===== src/mso_pkg.sv =====
// Constants, enumerations and carriers for the meter serial override block.
// Assumes one 250 MHz clock; all users import the whole package.
package mso_pkg;
  // ****************************************
  // Timing
  // ****************************************
  localparam int CLK_KHZ = 250000;
  localparam int T2_MIN_MS = 2;
  localparam int T2_MAX_MS = 15;
  // Whole milliseconds at this rate give exact cycle counts.
  localparam int T2_MIN_CYC = T2_MIN_MS * CLK_KHZ;
  localparam int T2_MAX_CYC = T2_MAX_MS * CLK_KHZ;
  // ****************************************
  // Limits, reset values and counts
  // ****************************************
  localparam logic [11:0] LEVEL_MAX = 12'hfff;
  localparam int SCALE_MIN = -199999;
  localparam int SCALE_MAX = 999999;
  localparam logic [19:0] NUM_CAP = 20'h186a0;
  localparam logic [11:0] LVL_RESET = 12'h000;
  localparam logic [3:0] SP_RESET = 4'h0;
  localparam logic [4:0] AM_RESET = 5'h00;
  localparam logic [2:0] RSEL_RESET = 3'h1;
  localparam int N_SP = 4;
  localparam int N_FLD = 5;
  localparam int AM_ANALOG = 4;
  localparam logic [3:0] REPLY_LEN = 4'he;
  localparam logic [3:0] FIELD_POS = 4'h8;
  localparam logic [3:0] FRAME_LEN = 4'ha;
  localparam logic [3:0] FRAME_LEN_PAR = 4'hb;
  localparam logic [5:0] DIV_ITER = 6'h21;
  // ****************************************
  // Characters
  // ****************************************
  localparam logic [6:0] CH_T = 7'h54;
  localparam logic [6:0] CH_V = 7'h56;
  localparam logic [6:0] CH_U = 7'h55;
  localparam logic [6:0] CH_W = 7'h57;
  localparam logic [6:0] CH_X = 7'h58;
  localparam logic [6:0] CH_STAR = 7'h2a;
  localparam logic [6:0] CH_DOLLAR = 7'h24;
  localparam logic [6:0] CH_MINUS = 7'h2d;
  localparam logic [6:0] CH_0 = 7'h30;
  localparam logic [6:0] CH_1 = 7'h31;
  localparam logic [6:0] CH_9 = 7'h39;
  localparam logic [6:0] CH_SP = 7'h20;
  localparam logic [6:0] CH_CR = 7'h0d;
  localparam logic [6:0] CH_LF = 7'h0a;
  // ****************************************
  // Types
  // ****************************************
  typedef enum logic [3:0] {
    MSO_SRC_MANUAL = 4'h0, MSO_SRC_REL = 4'h1, MSO_SRC_ABS = 4'h2,
    MSO_SRC_TOTAL = 4'h3, MSO_SRC_MAX = 4'h4, MSO_SRC_MIN = 4'h5,
    MSO_SRC_SETPOINT_ONE = 4'h6, MSO_SRC_SETPOINT_TWO = 4'h7,
    MSO_SRC_SETPOINT_THREE = 4'h8, MSO_SRC_SETPOINT_FOUR = 4'h9
  } mso_src_t;
  typedef enum logic [1:0] {
    MSO_PAR_NONE = 2'h0, MSO_PAR_ODD = 2'h1, MSO_PAR_EVEN = 2'h2
  } mso_par_t;
  typedef enum logic [1:0] {
    MSO_OUT_0_20MA = 2'h0, MSO_OUT_4_20MA = 2'h1, MSO_OUT_0_10V = 2'h2
  } mso_out_t;
  typedef enum logic [2:0] {
    MSO_ST_RECV = 3'b001, MSO_ST_WAIT = 3'b010, MSO_ST_SEND = 3'b100
  } mso_st_t;
  // Programmed settings, held steady by the meter.
  typedef struct packed {
    logic [15:0] baud_div;
    logic seven_bits;
    mso_par_t parity;
    logic [31:0] tx_delay;
    mso_out_t out_type;
    mso_src_t src;
    logic signed [31:0] low_scale;
    logic signed [31:0] high_scale;
  } mso_cfg_t;
  // Live meter values that the analog output may retransmit, plus the automatic setpoint states.
  typedef struct packed {
    logic signed [31:0] abs_val;
    logic signed [31:0] offset;
    logic signed [31:0] total;
    logic signed [31:0] max_val;
    logic signed [31:0] min_val;
    logic [3:0][31:0] sp_val;
    logic [3:0] sp_auto;
  } mso_meter_t;
endpackage : mso_pkg


===== src/mso_scaler.sv =====
// Converts a display value to a 12-bit analog level code.
// Assumes steady scale inputs; a new result appears every 34 cycles or sooner.
`timescale 1ns/1ps
module mso_scaler
  import mso_pkg::*;
(
  input wire logic clk,
  input wire logic resetn,
  input wire logic signed [31:0] value,
  input wire logic signed [31:0] low,
  input wire logic signed [31:0] high,
  output logic [11:0] level
);
  typedef struct packed {
    logic [5:0] cnt;
    logic [32:0] dvd;
    logic [20:0] rem;
    logic [20:0] den;
    logic [11:0] level;
  } mso_scl_st_t;
  mso_scl_st_t q, n;
  logic signed [33:0] lo_c, hi_c, num, den;
  logic [21:0] trial;

  // Scale ends are held to the range a display value can take.
  function automatic logic signed [33:0] clamp_scale(input logic signed [31:0] v);
    if (v < SCALE_MIN) return 34'(SCALE_MIN);
    if (v > SCALE_MAX) return 34'(SCALE_MAX);
    return 34'(v);
  endfunction : clamp_scale

  // A serial divider keeps area small; the analog output tolerates the latency.
  always_comb
  begin
    n = q;
    trial = '0;
    lo_c = clamp_scale(low);
    hi_c = clamp_scale(high);
    if (hi_c < lo_c)
    begin
      num = lo_c - 34'(value);
      den = lo_c - hi_c;
    end
    else
    begin
      num = 34'(value) - lo_c;
      den = hi_c - lo_c;
    end
    if (q.cnt == 6'h00)
    begin
      if (num <= 0)
        n.level = '0;
      else if (num >= den)
        n.level = LEVEL_MAX;
      else
      begin
        n.dvd = 33'(num[20:0]) * 33'(LEVEL_MAX);
        n.den = den[20:0];
        n.rem = '0;
        n.cnt = DIV_ITER;
      end
    end
    else
    begin
      trial = {q.rem, q.dvd[32]};
      n.dvd = {q.dvd[31:0], 1'b0};
      if (trial >= {1'b0, q.den})
      begin
        n.rem = 21'(trial - {1'b0, q.den});
        n.dvd[0] = 1'b1;
      end
      else
        n.rem = trial[20:0];
      n.cnt = q.cnt - 6'h01;
      if (q.cnt == 6'h01)
        n.level = n.dvd[11:0];
    end
  end

  // State register.
  always_ff @(posedge clk)
  begin
    if (!resetn)
      q <= '0;
    else
      q <= n;
  end

  assign level = q.level;
endmodule : mso_scaler


===== src/mso_serial_override.sv =====
// Serial side of a panel meter: receives commands, drives analog and setpoint outputs, replies.
// Assumes a 250 MHz clock, an async serial receive pin and steady configuration inputs.
// Notes on behaviour
// - Analog level register holds 0 to 4095 across the selected range.
// - Manual mode: analog level write drives the output immediately.
// - Automatic mode: analog level write is stored but not driven.
// - Analog level read returns the level now being driven.
// - Setpoint read returns four 0/1 characters, setpoint one first.
// - Setpoint write changes an output only for 0/1 fields in manual mode.
// - Missing trailing setpoint fields leave those outputs unchanged.
// - Half duplex: never receive and transmit together.
// - Command executes 2 to 15 ms after its terminator.
// - Asterisk reply starts within transmit delay plus 15 ms.
// - Dollar reply starts between 2 ms and 15 ms after terminator.
// - Each character takes ten bit periods, eleven with eight data bits and parity.
// - After the last reply character the next command is accepted at once.
// - Frame: start bit, then data bits least significant first.
// - Line idles at one, start bit is zero, any idle gap allowed.
// - Received parity ignored; sent parity odd, even or none.
// - Seven data bits without parity send two stop bits.
// - Source selection picks what the analog output retransmits.
// - Relative value is absolute value plus display offset.
// - Low-scale value, -199999 to 999999, maps to range bottom.
// - Exactly one analog range is selected at a time.
// - Each output has an auto/manual bit, one meaning manual.
// - High-scale value maps to range top.
// - No processing before the terminator arrives.
`timescale 1ns/1ps
module mso_serial_override
  import mso_pkg::*;
#(
  parameter int T2_CYC = T2_MIN_CYC
)(
  input wire logic clk,
  input wire logic resetn,
  input wire logic rx_pin,
  input wire mso_cfg_t cfg,
  input wire mso_meter_t meter,
  output logic tx_pin,
  output logic tx_oe,
  output logic [11:0] analog_level,
  output logic [3:0] setpoint_out,
  output logic [2:0] range_sel
);
  if (T2_CYC < 1 || T2_CYC > T2_MAX_CYC)
    $error("T2_CYC out of range");

  localparam logic [31:0] T2_LAST = 32'(T2_CYC - 1);

  typedef struct packed {
    logic [1:0] sync;
    mso_st_t st;
    logic rx_busy;
    logic [15:0] rx_cnt;
    logic [3:0] rx_bit;
    logic [7:0] rx_sh;
    logic [6:0] cmd;
    logic [6:0] rid;
    logic [19:0] num;
    logic neg;
    logic [9:0] fld;
    logic [2:0] nfld;
    logic star;
    logic [31:0] wcnt;
    logic [3:0] ridx;
    logic [11:0] tx_sh;
    logic [3:0] tx_left;
    logic [15:0] tx_cnt;
    logic [11:0] lvl;
    logic [3:0] sp;
    logic [4:0] am;
    logic [11:0] aout;
    logic [3:0] spout;
    logic [2:0] rsel;
    logic tx;
    logic oe;
  } mso_main_st_t;
  mso_main_st_t q, n;

  logic got, rpl, an_man;
  logic [6:0] ch;
  logic [3:0] db, last, flen;
  logic [11:0] fr, scaled;
  logic signed [31:0] src_val;

  // ****************************************
  // Helpers
  // ****************************************
  // One reply character: right-justified twelve-wide field, then CR LF.
  function automatic logic [6:0] reply_char(input logic [3:0] i, input logic is_x,
                                            input logic [11:0] lv, input logic [3:0] sp);
    logic [11:0] d;
    d = '0;
    if (i >= REPLY_LEN - 4'h1)
      return CH_LF;
    if (i == REPLY_LEN - 4'h2)
      return CH_CR;
    if (i < FIELD_POS)
      return CH_SP;
    if (is_x)
      return sp[2'(i - FIELD_POS)] ? CH_1 : CH_0;
    unique case (2'(i - FIELD_POS))
      2'h0: d = lv / 12'd1000;
      2'h1: d = (lv / 12'd100) % 12'd10;
      2'h2: d = (lv / 12'd10) % 12'd10;
      default: d = lv % 12'd10;
    endcase
    if ((i == FIELD_POS && lv < 12'd1000) || (i == FIELD_POS + 4'h1 && lv < 12'd100) ||
        (i == FIELD_POS + 4'h2 && lv < 12'd10))
      return CH_SP;
    return CH_0 + d[6:0];
  endfunction : reply_char

  // Frame bits, first bit in position zero; unused positions stay at mark.
  function automatic logic [11:0] build_frame(input logic [6:0] c, input mso_cfg_t cf);
    logic [11:0] f;
    logic p;
    p = ^c;
    f = 12'hfff;
    f[0] = 1'b0;
    if (cf.seven_bits)
      f[7:1] = c;
    else
      f[8:1] = {1'b0, c};
    if (cf.parity != MSO_PAR_NONE)
      f[cf.seven_bits ? 8 : 9] = (cf.parity == MSO_PAR_ODD) ? ~p : p;
    return f;
  endfunction : build_frame

  // ****************************************
  // Analog source and scaling
  // ****************************************
  // Source selection feeds the scaler; relative adds the display offset.
  always_comb
  begin
    unique case (cfg.src)
      MSO_SRC_REL: src_val = 32'(meter.abs_val + meter.offset);
      MSO_SRC_ABS: src_val = meter.abs_val;
      MSO_SRC_TOTAL: src_val = meter.total;
      MSO_SRC_MAX: src_val = meter.max_val;
      MSO_SRC_MIN: src_val = meter.min_val;
      MSO_SRC_SETPOINT_ONE: src_val = signed'(meter.sp_val[0]);
      MSO_SRC_SETPOINT_TWO: src_val = signed'(meter.sp_val[1]);
      MSO_SRC_SETPOINT_THREE: src_val = signed'(meter.sp_val[2]);
      MSO_SRC_SETPOINT_FOUR: src_val = signed'(meter.sp_val[3]);
      default: src_val = '0;
    endcase
  end

  mso_scaler u_scaler (
    .clk(clk),
    .resetn(resetn),
    .value(src_val),
    .low(cfg.low_scale),
    .high(cfg.high_scale),
    .level(scaled)
  );

  // ****************************************
  // Receiver, parser, timing and transmitter
  // ****************************************
  // The receiver only runs while no reply is pending, which keeps the link half duplex.
  always_comb
  begin
    n = q;
    got = 1'b0;
    fr = '0;
    ch = q.rx_sh[6:0];
    db = cfg.seven_bits ? 4'h7 : 4'h8;
    last = db + ((cfg.parity != MSO_PAR_NONE) ? 4'h2 : 4'h1);
    flen = (cfg.seven_bits || cfg.parity == MSO_PAR_NONE) ? FRAME_LEN : FRAME_LEN_PAR;
    rpl = q.cmd == CH_T && (q.rid == CH_W || q.rid == CH_X);
    n.sync = {q.sync[0], rx_pin};
    if (q.st != MSO_ST_RECV)
      n.rx_busy = 1'b0;
    else if (!q.rx_busy)
    begin
      if (!q.sync[1])
      begin
        n.rx_busy = 1'b1;
        n.rx_cnt = {1'b0, cfg.baud_div[15:1]};
        n.rx_bit = '0;
      end
    end
    else if (q.rx_cnt != 16'h0)
      n.rx_cnt = q.rx_cnt - 16'h1;
    else
    begin
      n.rx_cnt = cfg.baud_div - 16'h1;
      n.rx_bit = q.rx_bit + 4'h1;
      if (q.rx_bit == 4'h0 && q.sync[1])
        n.rx_busy = 1'b0;
      else if (q.rx_bit != 4'h0 && q.rx_bit <= db)
        n.rx_sh[3'(q.rx_bit - 4'h1)] = q.sync[1];
      else if (q.rx_bit == last)
      begin
        n.rx_busy = 1'b0;
        got = 1'b1;
      end
    end
    unique case (q.st)
      MSO_ST_RECV:
      begin
        if (got)
        begin
          if (ch == CH_STAR || ch == CH_DOLLAR)
          begin
            if (q.cmd != 7'h00 && q.rid != 7'h00)
            begin
              n.st = MSO_ST_WAIT;
              n.wcnt = '0;
              n.star = ch == CH_STAR;
            end
            else
              n.cmd = '0;
          end
          else if (q.cmd == 7'h00)
          begin
            if (ch == CH_T || ch == CH_V)
            begin
              n.cmd = ch;
              n.rid = '0;
              n.num = '0;
              n.neg = 1'b0;
              n.fld = '0;
              n.nfld = '0;
            end
          end
          else if (q.rid == 7'h00)
            n.rid = ch;
          else
          begin
            if (ch >= CH_0 && ch <= CH_9 && q.num < NUM_CAP)
              n.num = 20'(q.num * 20'h0a) + 20'(ch - CH_0);
            if (ch == CH_MINUS)
              n.neg = 1'b1;
            if (int'(q.nfld) < N_FLD)
            begin
              n.fld[int'(q.nfld) * 2 +: 2] = (ch == CH_0) ? 2'b10 : (ch == CH_1) ? 2'b11 : 2'b00;
              n.nfld = q.nfld + 3'h1;
            end
          end
        end
      end
      MSO_ST_WAIT:
      begin
        n.wcnt = q.wcnt + 32'h1;
        if (q.wcnt == T2_LAST && q.cmd == CH_V)
        begin
          if (q.rid == CH_W)
            n.lvl = q.neg ? 12'h000 : (q.num > 20'(LEVEL_MAX)) ? LEVEL_MAX : q.num[11:0];
          for (int k = 0; k < N_SP; k++)
          begin
            if (q.rid == CH_X && q.fld[2 * k + 1] && q.am[k])
              n.sp[k] = q.fld[2 * k];
            if (q.rid == CH_U && q.fld[2 * k + 1] && q.fld[2 * k] && !q.am[k])
              n.sp[k] = q.spout[k];
          end
          for (int k = 0; k < N_FLD; k++)
            if (q.rid == CH_U && q.fld[2 * k + 1])
              n.am[k] = q.fld[2 * k];
        end
        if (q.wcnt >= T2_LAST)
        begin
          if (!rpl)
          begin
            n.st = MSO_ST_RECV;
            n.cmd = '0;
          end
          else if (!q.star || q.wcnt >= cfg.tx_delay)
          begin
            n.st = MSO_ST_SEND;
            n.cmd = '0;
            n.oe = 1'b1;
            n.ridx = '0;
            n.tx_left = '0;
            n.tx_cnt = '0;
          end
        end
      end
      MSO_ST_SEND:
      begin
        if (q.tx_cnt != 16'h0)
          n.tx_cnt = q.tx_cnt - 16'h1;
        else if (q.tx_left > 4'h1)
        begin
          n.tx_left = q.tx_left - 4'h1;
          n.tx_sh = {1'b1, q.tx_sh[11:1]};
          n.tx = q.tx_sh[1];
          n.tx_cnt = cfg.baud_div - 16'h1;
        end
        else if (q.ridx < REPLY_LEN)
        begin
          fr = build_frame(reply_char(q.ridx, q.rid == CH_X, q.aout, q.spout), cfg);
          n.tx_sh = fr;
          n.tx = fr[0];
          n.tx_left = flen;
          n.tx_cnt = cfg.baud_div - 16'h1;
          n.ridx = q.ridx + 4'h1;
        end
        else
        begin
          n.st = MSO_ST_RECV;
          n.oe = 1'b0;
          n.tx = 1'b1;
        end
      end
      default: n.st = MSO_ST_RECV;
    endcase
    // Outputs follow the freshly written registers so a manual write lands on the same edge.
    an_man = n.am[AM_ANALOG] || cfg.src == MSO_SRC_MANUAL;
    n.aout = an_man ? n.lvl : scaled;
    for (int k = 0; k < N_SP; k++)
      n.spout[k] = n.am[k] ? n.sp[k] : meter.sp_auto[k];
    unique case (cfg.out_type)
      MSO_OUT_4_20MA: n.rsel = 3'b010;
      MSO_OUT_0_10V: n.rsel = 3'b100;
      default: n.rsel = 3'b001;
    endcase
  end

  // State register; the line idles at mark from reset on.
  always_ff @(posedge clk)
  begin
    if (!resetn)
    begin
      q <= '0;
      q.sync <= 2'b11;
      q.st <= MSO_ST_RECV;
      q.tx <= 1'b1;
      q.lvl <= LVL_RESET;
      q.sp <= SP_RESET;
      q.am <= AM_RESET;
      q.rsel <= RSEL_RESET;
    end
    else
      q <= n;
  end

  assign tx_pin = q.tx;
  assign tx_oe = q.oe;
  assign analog_level = q.aout;
  assign setpoint_out = q.spout;
  assign range_sel = q.rsel;
endmodule : mso_serial_override


===== config.mk =====
export PLATFORM = sky130hd
export DESIGN_NAME = mso_serial_override
export DESIGN_NICKNAME = d
export VERILOG_FILES = /design/src/mso_pkg.sv /design/src/mso_scaler.sv /design/src/mso_serial_override.sv
export SDC_FILE = /design/constraint.sdc
export NUM_CORES = 2
export LEC_CHECK = 0
export ABC_AREA = 1
export BUFFER_PORTS_ARGS = -buffer_cell sky130_fd_sc_hd__buf_2
export CORE_ASPECT_RATIO = 0.6
export CORE_UTILIZATION = 57
export CTS_CLUSTER_DIAMETER = 50
export DETAILED_ROUTE_END_ITERATION = 12
export PLACE_DENSITY = 0.82
export SYNTH_ARGS = -nofsm -noshare
export SYNTH_HDL_FRONTEND = slang
export SYNTH_SLANG_ARGS = --single-unit

===== constraint.sdc =====
create_clock -name clk -period 46 [get_ports clk]
set_input_delay 6.9 -clock clk [delete_from_list [all_inputs] [get_ports clk]]
set_output_delay 6.9 -clock clk [all_outputs]
set_load 0.05 [all_outputs]

* Word level (Yosys, flattened, before mapping) *
Cells that the tools add are included.

storage, ports and cells
  register bits = 286
  output and inout bits = 21
  logic and storage cells = 457

operators by class
  $add $sub $neg = 22
  multipliers = 2
  divide/modulo/power cells = 6
  $lt $le $gt $ge = 28
  equality and inequality tests = 60
  shifts and indexed selects = 2
  multiplexer cells = 208
  bitwise operators = 9
  reduce and logical (&&, ||, !) cells = 89

operators with widths
  kind                     count
  $mux W34                 11
  $pmux W32 S9             1
  $mux W7                  37
  $mux W81                 3
  $mux W12                 12
  $mux W21                 5
  $mux W20                 5
  $mux W1                  90
  $mux W41                 2
  $sub A34 B34 Y34         2
  $mux W33                 2
  $gt A32 B21 Y1 const B   2
  $lt A32 B19 Y1 const B   2
  $pmux W32 S2             1
  $mux W60                 1
  $eq A7 B7 Y1 const B     7
  $mux W48                 1
  $sub A16 B1 Y16 const B  3
  $pmux W20 S2             1
  $mod A12 B4 Y12 const B  3
  $mux W36                 1
  $eq A7 B6 Y1 const B     5
  $ge A34 B34 Y1           1
  $le A34 B1 Y1 const B    1
  101 further kinds        227

* Longest topological paths before layout *
  depth in word-level cells = 54
  gate-level depth with buffers = 131

* By module *
From an unflattened synthesis, not the netlist that was laid out.

unflattened totals
  cells, all modules = 6366
  area, all modules = 40106.0 µm²

by module, submodules not included
  module               instances  cells an instance  area an instance (µm²)  sequential area each (µm²)
  mso_scaler           1          3388               20833.7                 1861.8
  mso_serial_override  1          2978               19272.2                 3823.7

* Least setup slack after synthesis *
Ideal clock, no wire load.

  path type = input-to-reg
  from = input port cfg[34] (netlist bit)
  to = register u_scaler.q[85] (netlist bit)
  data arrival time = 17.761 ns
  required time = 45.913 ns
  path slack = 28.152 ns
  stages on the path = 65
  buffers on the path = 4
  cell sequence = inv_1 -> nor4_1 -> nand4_1 -> nor2_1 -> o31ai_1 -> nand4_1 -> and3_1 -> inv_1 -> clkbuf_1 -> a21oi_1 -> inv_1 -> fa_1 -> a21oi_1 -> inv_1 -> a21oi_1 -> o21ai_0 -> nand2_1 -> and3_1 -> [... 29 more ...] -> o21bai_1 -> nand2_1 -> inv_1 -> o21ai_0 -> nand2_1 -> nand2_1 -> inv_1 -> nand2_1 -> nand2_1 -> nand3_1 -> nand2_1 -> nand3_1 -> a21boi_0 -> nor2_1 -> nor2_1 -> nor2_1 -> xor2_1 -> o31ai_1

between the ends
  word-level cells in the longest chain between the ends = 11

ends and longest elaborated chain
  element                                   RTL line                   source
  from (decl)                               mso_serial_override.sv:37  input wire mso_cfg_t cfg,
  $gt A32 B21 Y1                            mso_scaler.sv:28           if (v > SCALE_MAX) return 34'(SCALE_MAX);
  $mux W1 (2 in series)                     mso_scaler.sv:28
  $mux W34                                  mso_scaler.sv:29           return 34'(v);
  $mux W34 *                                mso_scaler.sv:28
  $sub A32 B34 Y34 (tied with other cells)  mso_scaler.sv:46           num = 34'(value) - lo_c;
  $mux W34                                  mso_scaler.sv:39           if (hi_c < lo_c)
  $mul A21 B12 Y33                          mso_scaler.sv:57           n.dvd = 33'(num[20:0]) * 33'(LEVEL_MAX);
  $mux W81                                  mso_scaler.sv:53           else if (num >= den)
  $mux W81                                  mso_scaler.sv:51           if (num <= 0)
  $mux W60                                  mso_scaler.sv:49           if (q.cnt == 6'h00)
  to (signal assigned)                      mso_scaler.sv:86           q <= n;
  to (decl)                                 mso_scaler.sv:21           mso_scl_st_t q, n;

Mark *: on every way between the ends. The rest lies on a longest branch, timed or not. The select of a mux whose other input is x is not followed.
A chain may end at the register's enable or synchronous reset.

* Final worst setup path *
  from = input port cfg[63] (netlist bit)
  to = register u_scaler.q[85] (netlist bit)

The elaborated chain is that of the path after synthesis.

==> impl_metrics.tcl <==
set metrics [dict create \
    status "finished clean" \
    grt_max_degree 79 \
    via_per_inst 6.08 \
    cp.depth 60 \
    wl_met2_mm 52.7 \
    syn2layout_area_growth_pct 9.99 \
    rows 72 \
    crit_type "in -> reg" \
    drc 0 \
    r2r_cells 122 \
    grt_usage_pct 42.8 \
    tightest_slew_ns 1.43 \
    dr_wl_met3_mm 24.4 \
    hold_violations 0 \
    port_buffers 436 \
    multiInputGateArea_mm2 0.0271 \
    drt-met1-wl_mm 66.4 \
    skew_ns 0.0255 \
    die_h_um 200 \
    synth_top_family_by_area "simple AND/OR/NAND/NOR gates" \
    clockBufferDepth 3 \
    pre_cts_ws_ns 25.62 \
    avgSynthCellArea_um2 6.63 \
    synth_cell_type_count 75 \
    worstPathArrival_ns 20.66 \
    fin_ws_ns 25.83 \
    cts.sinks 284 \
    cts_root_buf "clkbuf_16" \
    finalCritPeriodShare_pct 43.8 \
    tns_ns 0 \
    drive_above_1_share_pct 11.0 \
    antenna_found_initial 29 \
    synthesis.nets 6608 \
    drtIter0Drc 5729 \
    final_common_cell "inv_1" \
    final_net_count 6921 \
    num_vias 41400 \
    fin_crit_ns 20.17 \
    required_ns 46.49 \
    synth_edf_count 0 \
    final_cell_mix "inv_1, nand2_1, a21oi_1, nor2_1, ha_1" \
    totalWireLength_mm 146 \
    grt_pass1_vias 37000 \
    finalSetupViolCount 0 \
    min_path_type "reg -> reg" \
    synth_compound_area_share_pct 22.1 \
    cp_max_fo 58 \
    syn_area_mm2 0.0372 \
    fillers 5997 \
    dp_hpwl_mm 123 \
    regArea_mm2 0.00569 \
    cts_max_level 1 \
    die_area_mm2 0.0663 \
    cp_common_cell "nand2_1" \
    insertion_delay_ns 0.58 \
    slew_viol_final 0 \
    place_congestion 1.13 \
    dr.max_layer_used "met5" \
    synthMuxAreaShare_pct 0.246 \
    first_pass_iters 9 \
    synth_flop_cell "dfxtp_1" \
    start_util_pct 57.7 \
    synth_seq_cells 284 \
    critPathBufInv 10 \
    grt_pass1_wl_mm 220 \
    overflow 0 \
    cp_top_family "compound AO/OA/AOI/OAI gates" \
    io-pin-count 437 \
    hold_depth 2 \
    post_cts_resize_count 0 \
    synth-simple-area-share_pct 23.3 \
    seq_area_frac_synth_pct 15.3 \
    core_mm2 0.0644 \
    die_w_um 332 \
    crit_slowest_cell "buf_2" \
    cts_tree "done" \
    synthArstFlopShare_pct 0 \
    numCtsBuffers 27 \
    cts_setup_buffers 0 \
    grt_setup_unrepaired "false" \
    hold_buffers 0 \
    synth_warnings 0 \
    max_slew_margin_pct 4.71 \
    routedWlPerCell_um 21.5 \
    end_kind "register" \
    cap_violations 0 \
    synthCells 5603 \
    fmax_ghz 0.0496 \
    cpPeakStageDelay_ns 0.67 \
    path_clk_slew_ns 0.07 \
    yosys.area_share.adder_pct 22.7 \
    start_kind "input pin" \
    synth_xor_xnor_area_share_pct 4.57 \
    postRouteAntennaNets 0 \
]
-- registers in the layout, summed over array words and instances (netlist names), named ones only --
name	cells
analog_level	12
n	1
q	162
range_sel	3
setpoint_out	4
tx_oe	1
tx_pin	1
u_scaler.level	12
u_scaler.q	81
-- through the flow --
step	instance area [µm²]	hold slack, ns	utilization, %	cells
finish	40900	0.461	63.5	6813
global route	40900	0.479	63.4	6806
CTS	40800	0.459	63.4	6786
detailed placement	39900	0.449	62.0	6738
global placement	39900	0.445	62.0	6738
floorplan	37200	0.393	-	5603
-- metal layers --
layer / global-route usage, % / up-vias
met5: 1.21 / -
met2: 54.8 / 2586
met4: 7.91 / 6
met1: 63.9 / 19200
met3: 19.2 / 218
li1: - / 19400
-- cell type report --
| class | count | share of cell area (%) |
|---|---|---|
| Inverter | 976 | 8.97 |
| Sequential cell | 284 | 13.9 |
| Tap cell | 851 | 2.60 |
| Timing Repair Buffer | 462 | 5.82 |
| Antenna cell | 27 | 0.165 |
| Clock buffer | 35 | 1.82 |
| Clock inverter | 13 | 0.392 |
| Multi-Input combinational cell | 4165 | 66.3 |
-- cell usage after synthesis (all sizes together), types with 23 or more instances --
cell type,instances,area share (%)
nand3,257,3.7
fa,141,7.6
or2,28,0.47
nand4,83,1.5
a31oi,34,0.57
xor2,136,3.2
o21ai,458,6.3
nand2,957,10
o221ai,28,0.66
o21a,23,0.46
nor4,42,0.71
clkbuf,148,1.5
buf,30,0.52
dfxtp,284,15
nor3,104,1.4
o211ai,37,0.75
a21oi,564,7.7
ha,448,15
inv,970,9.8
xnor2,58,1.4
a221oi,55,1.3
a211oi,60,1.2
nor2,479,5.1
-- path summary, 6_finish.rpt --
kind / start / end / slack (ns)
max: cfg[63] / u_scaler.q[85]$_SDFFE_PN0P_ / 25.83
min: u_scaler.q[14]$_SDFFE_PN0P_ / u_scaler.q[14]$_SDFFE_PN0P_ / 0.46
max reg2reg: q[74]$_SDFFE_PN0P_ / q[70]$_SDFFE_PN0P_ / 28.32
min reg2reg: u_scaler.q[14]$_SDFFE_PN0P_ / u_scaler.q[14]$_SDFFE_PN0P_ / 0.46
-- logic make-up (layout without fill, tap and decap cells) --
family / Yosys count / count (layout)
adders and majority gates: 589 / 589
other: 0 / 27
AOI/OAI and AO/OA: 1400 / 1400
muxes: 9 / 9
and+or+nand+nor: 1973 / 1973
DFF: 284 / 284
xor gates and xnor gates: 194 / 194
buffers and inverters: 1154 / 1486
-- worst min-delay path: cells and delay by family, from the launching register on --
kind / cells / cell delay, ns
buffers and inverters: 1 / 0.06
DFF: 1 / 0.30
AOI/OAI and AO/OA: 1 / 0.06
Power is left out: the tool's default activity adds up to more than one toggle a clock period on the data nets, which glitch-free logic cannot reach.
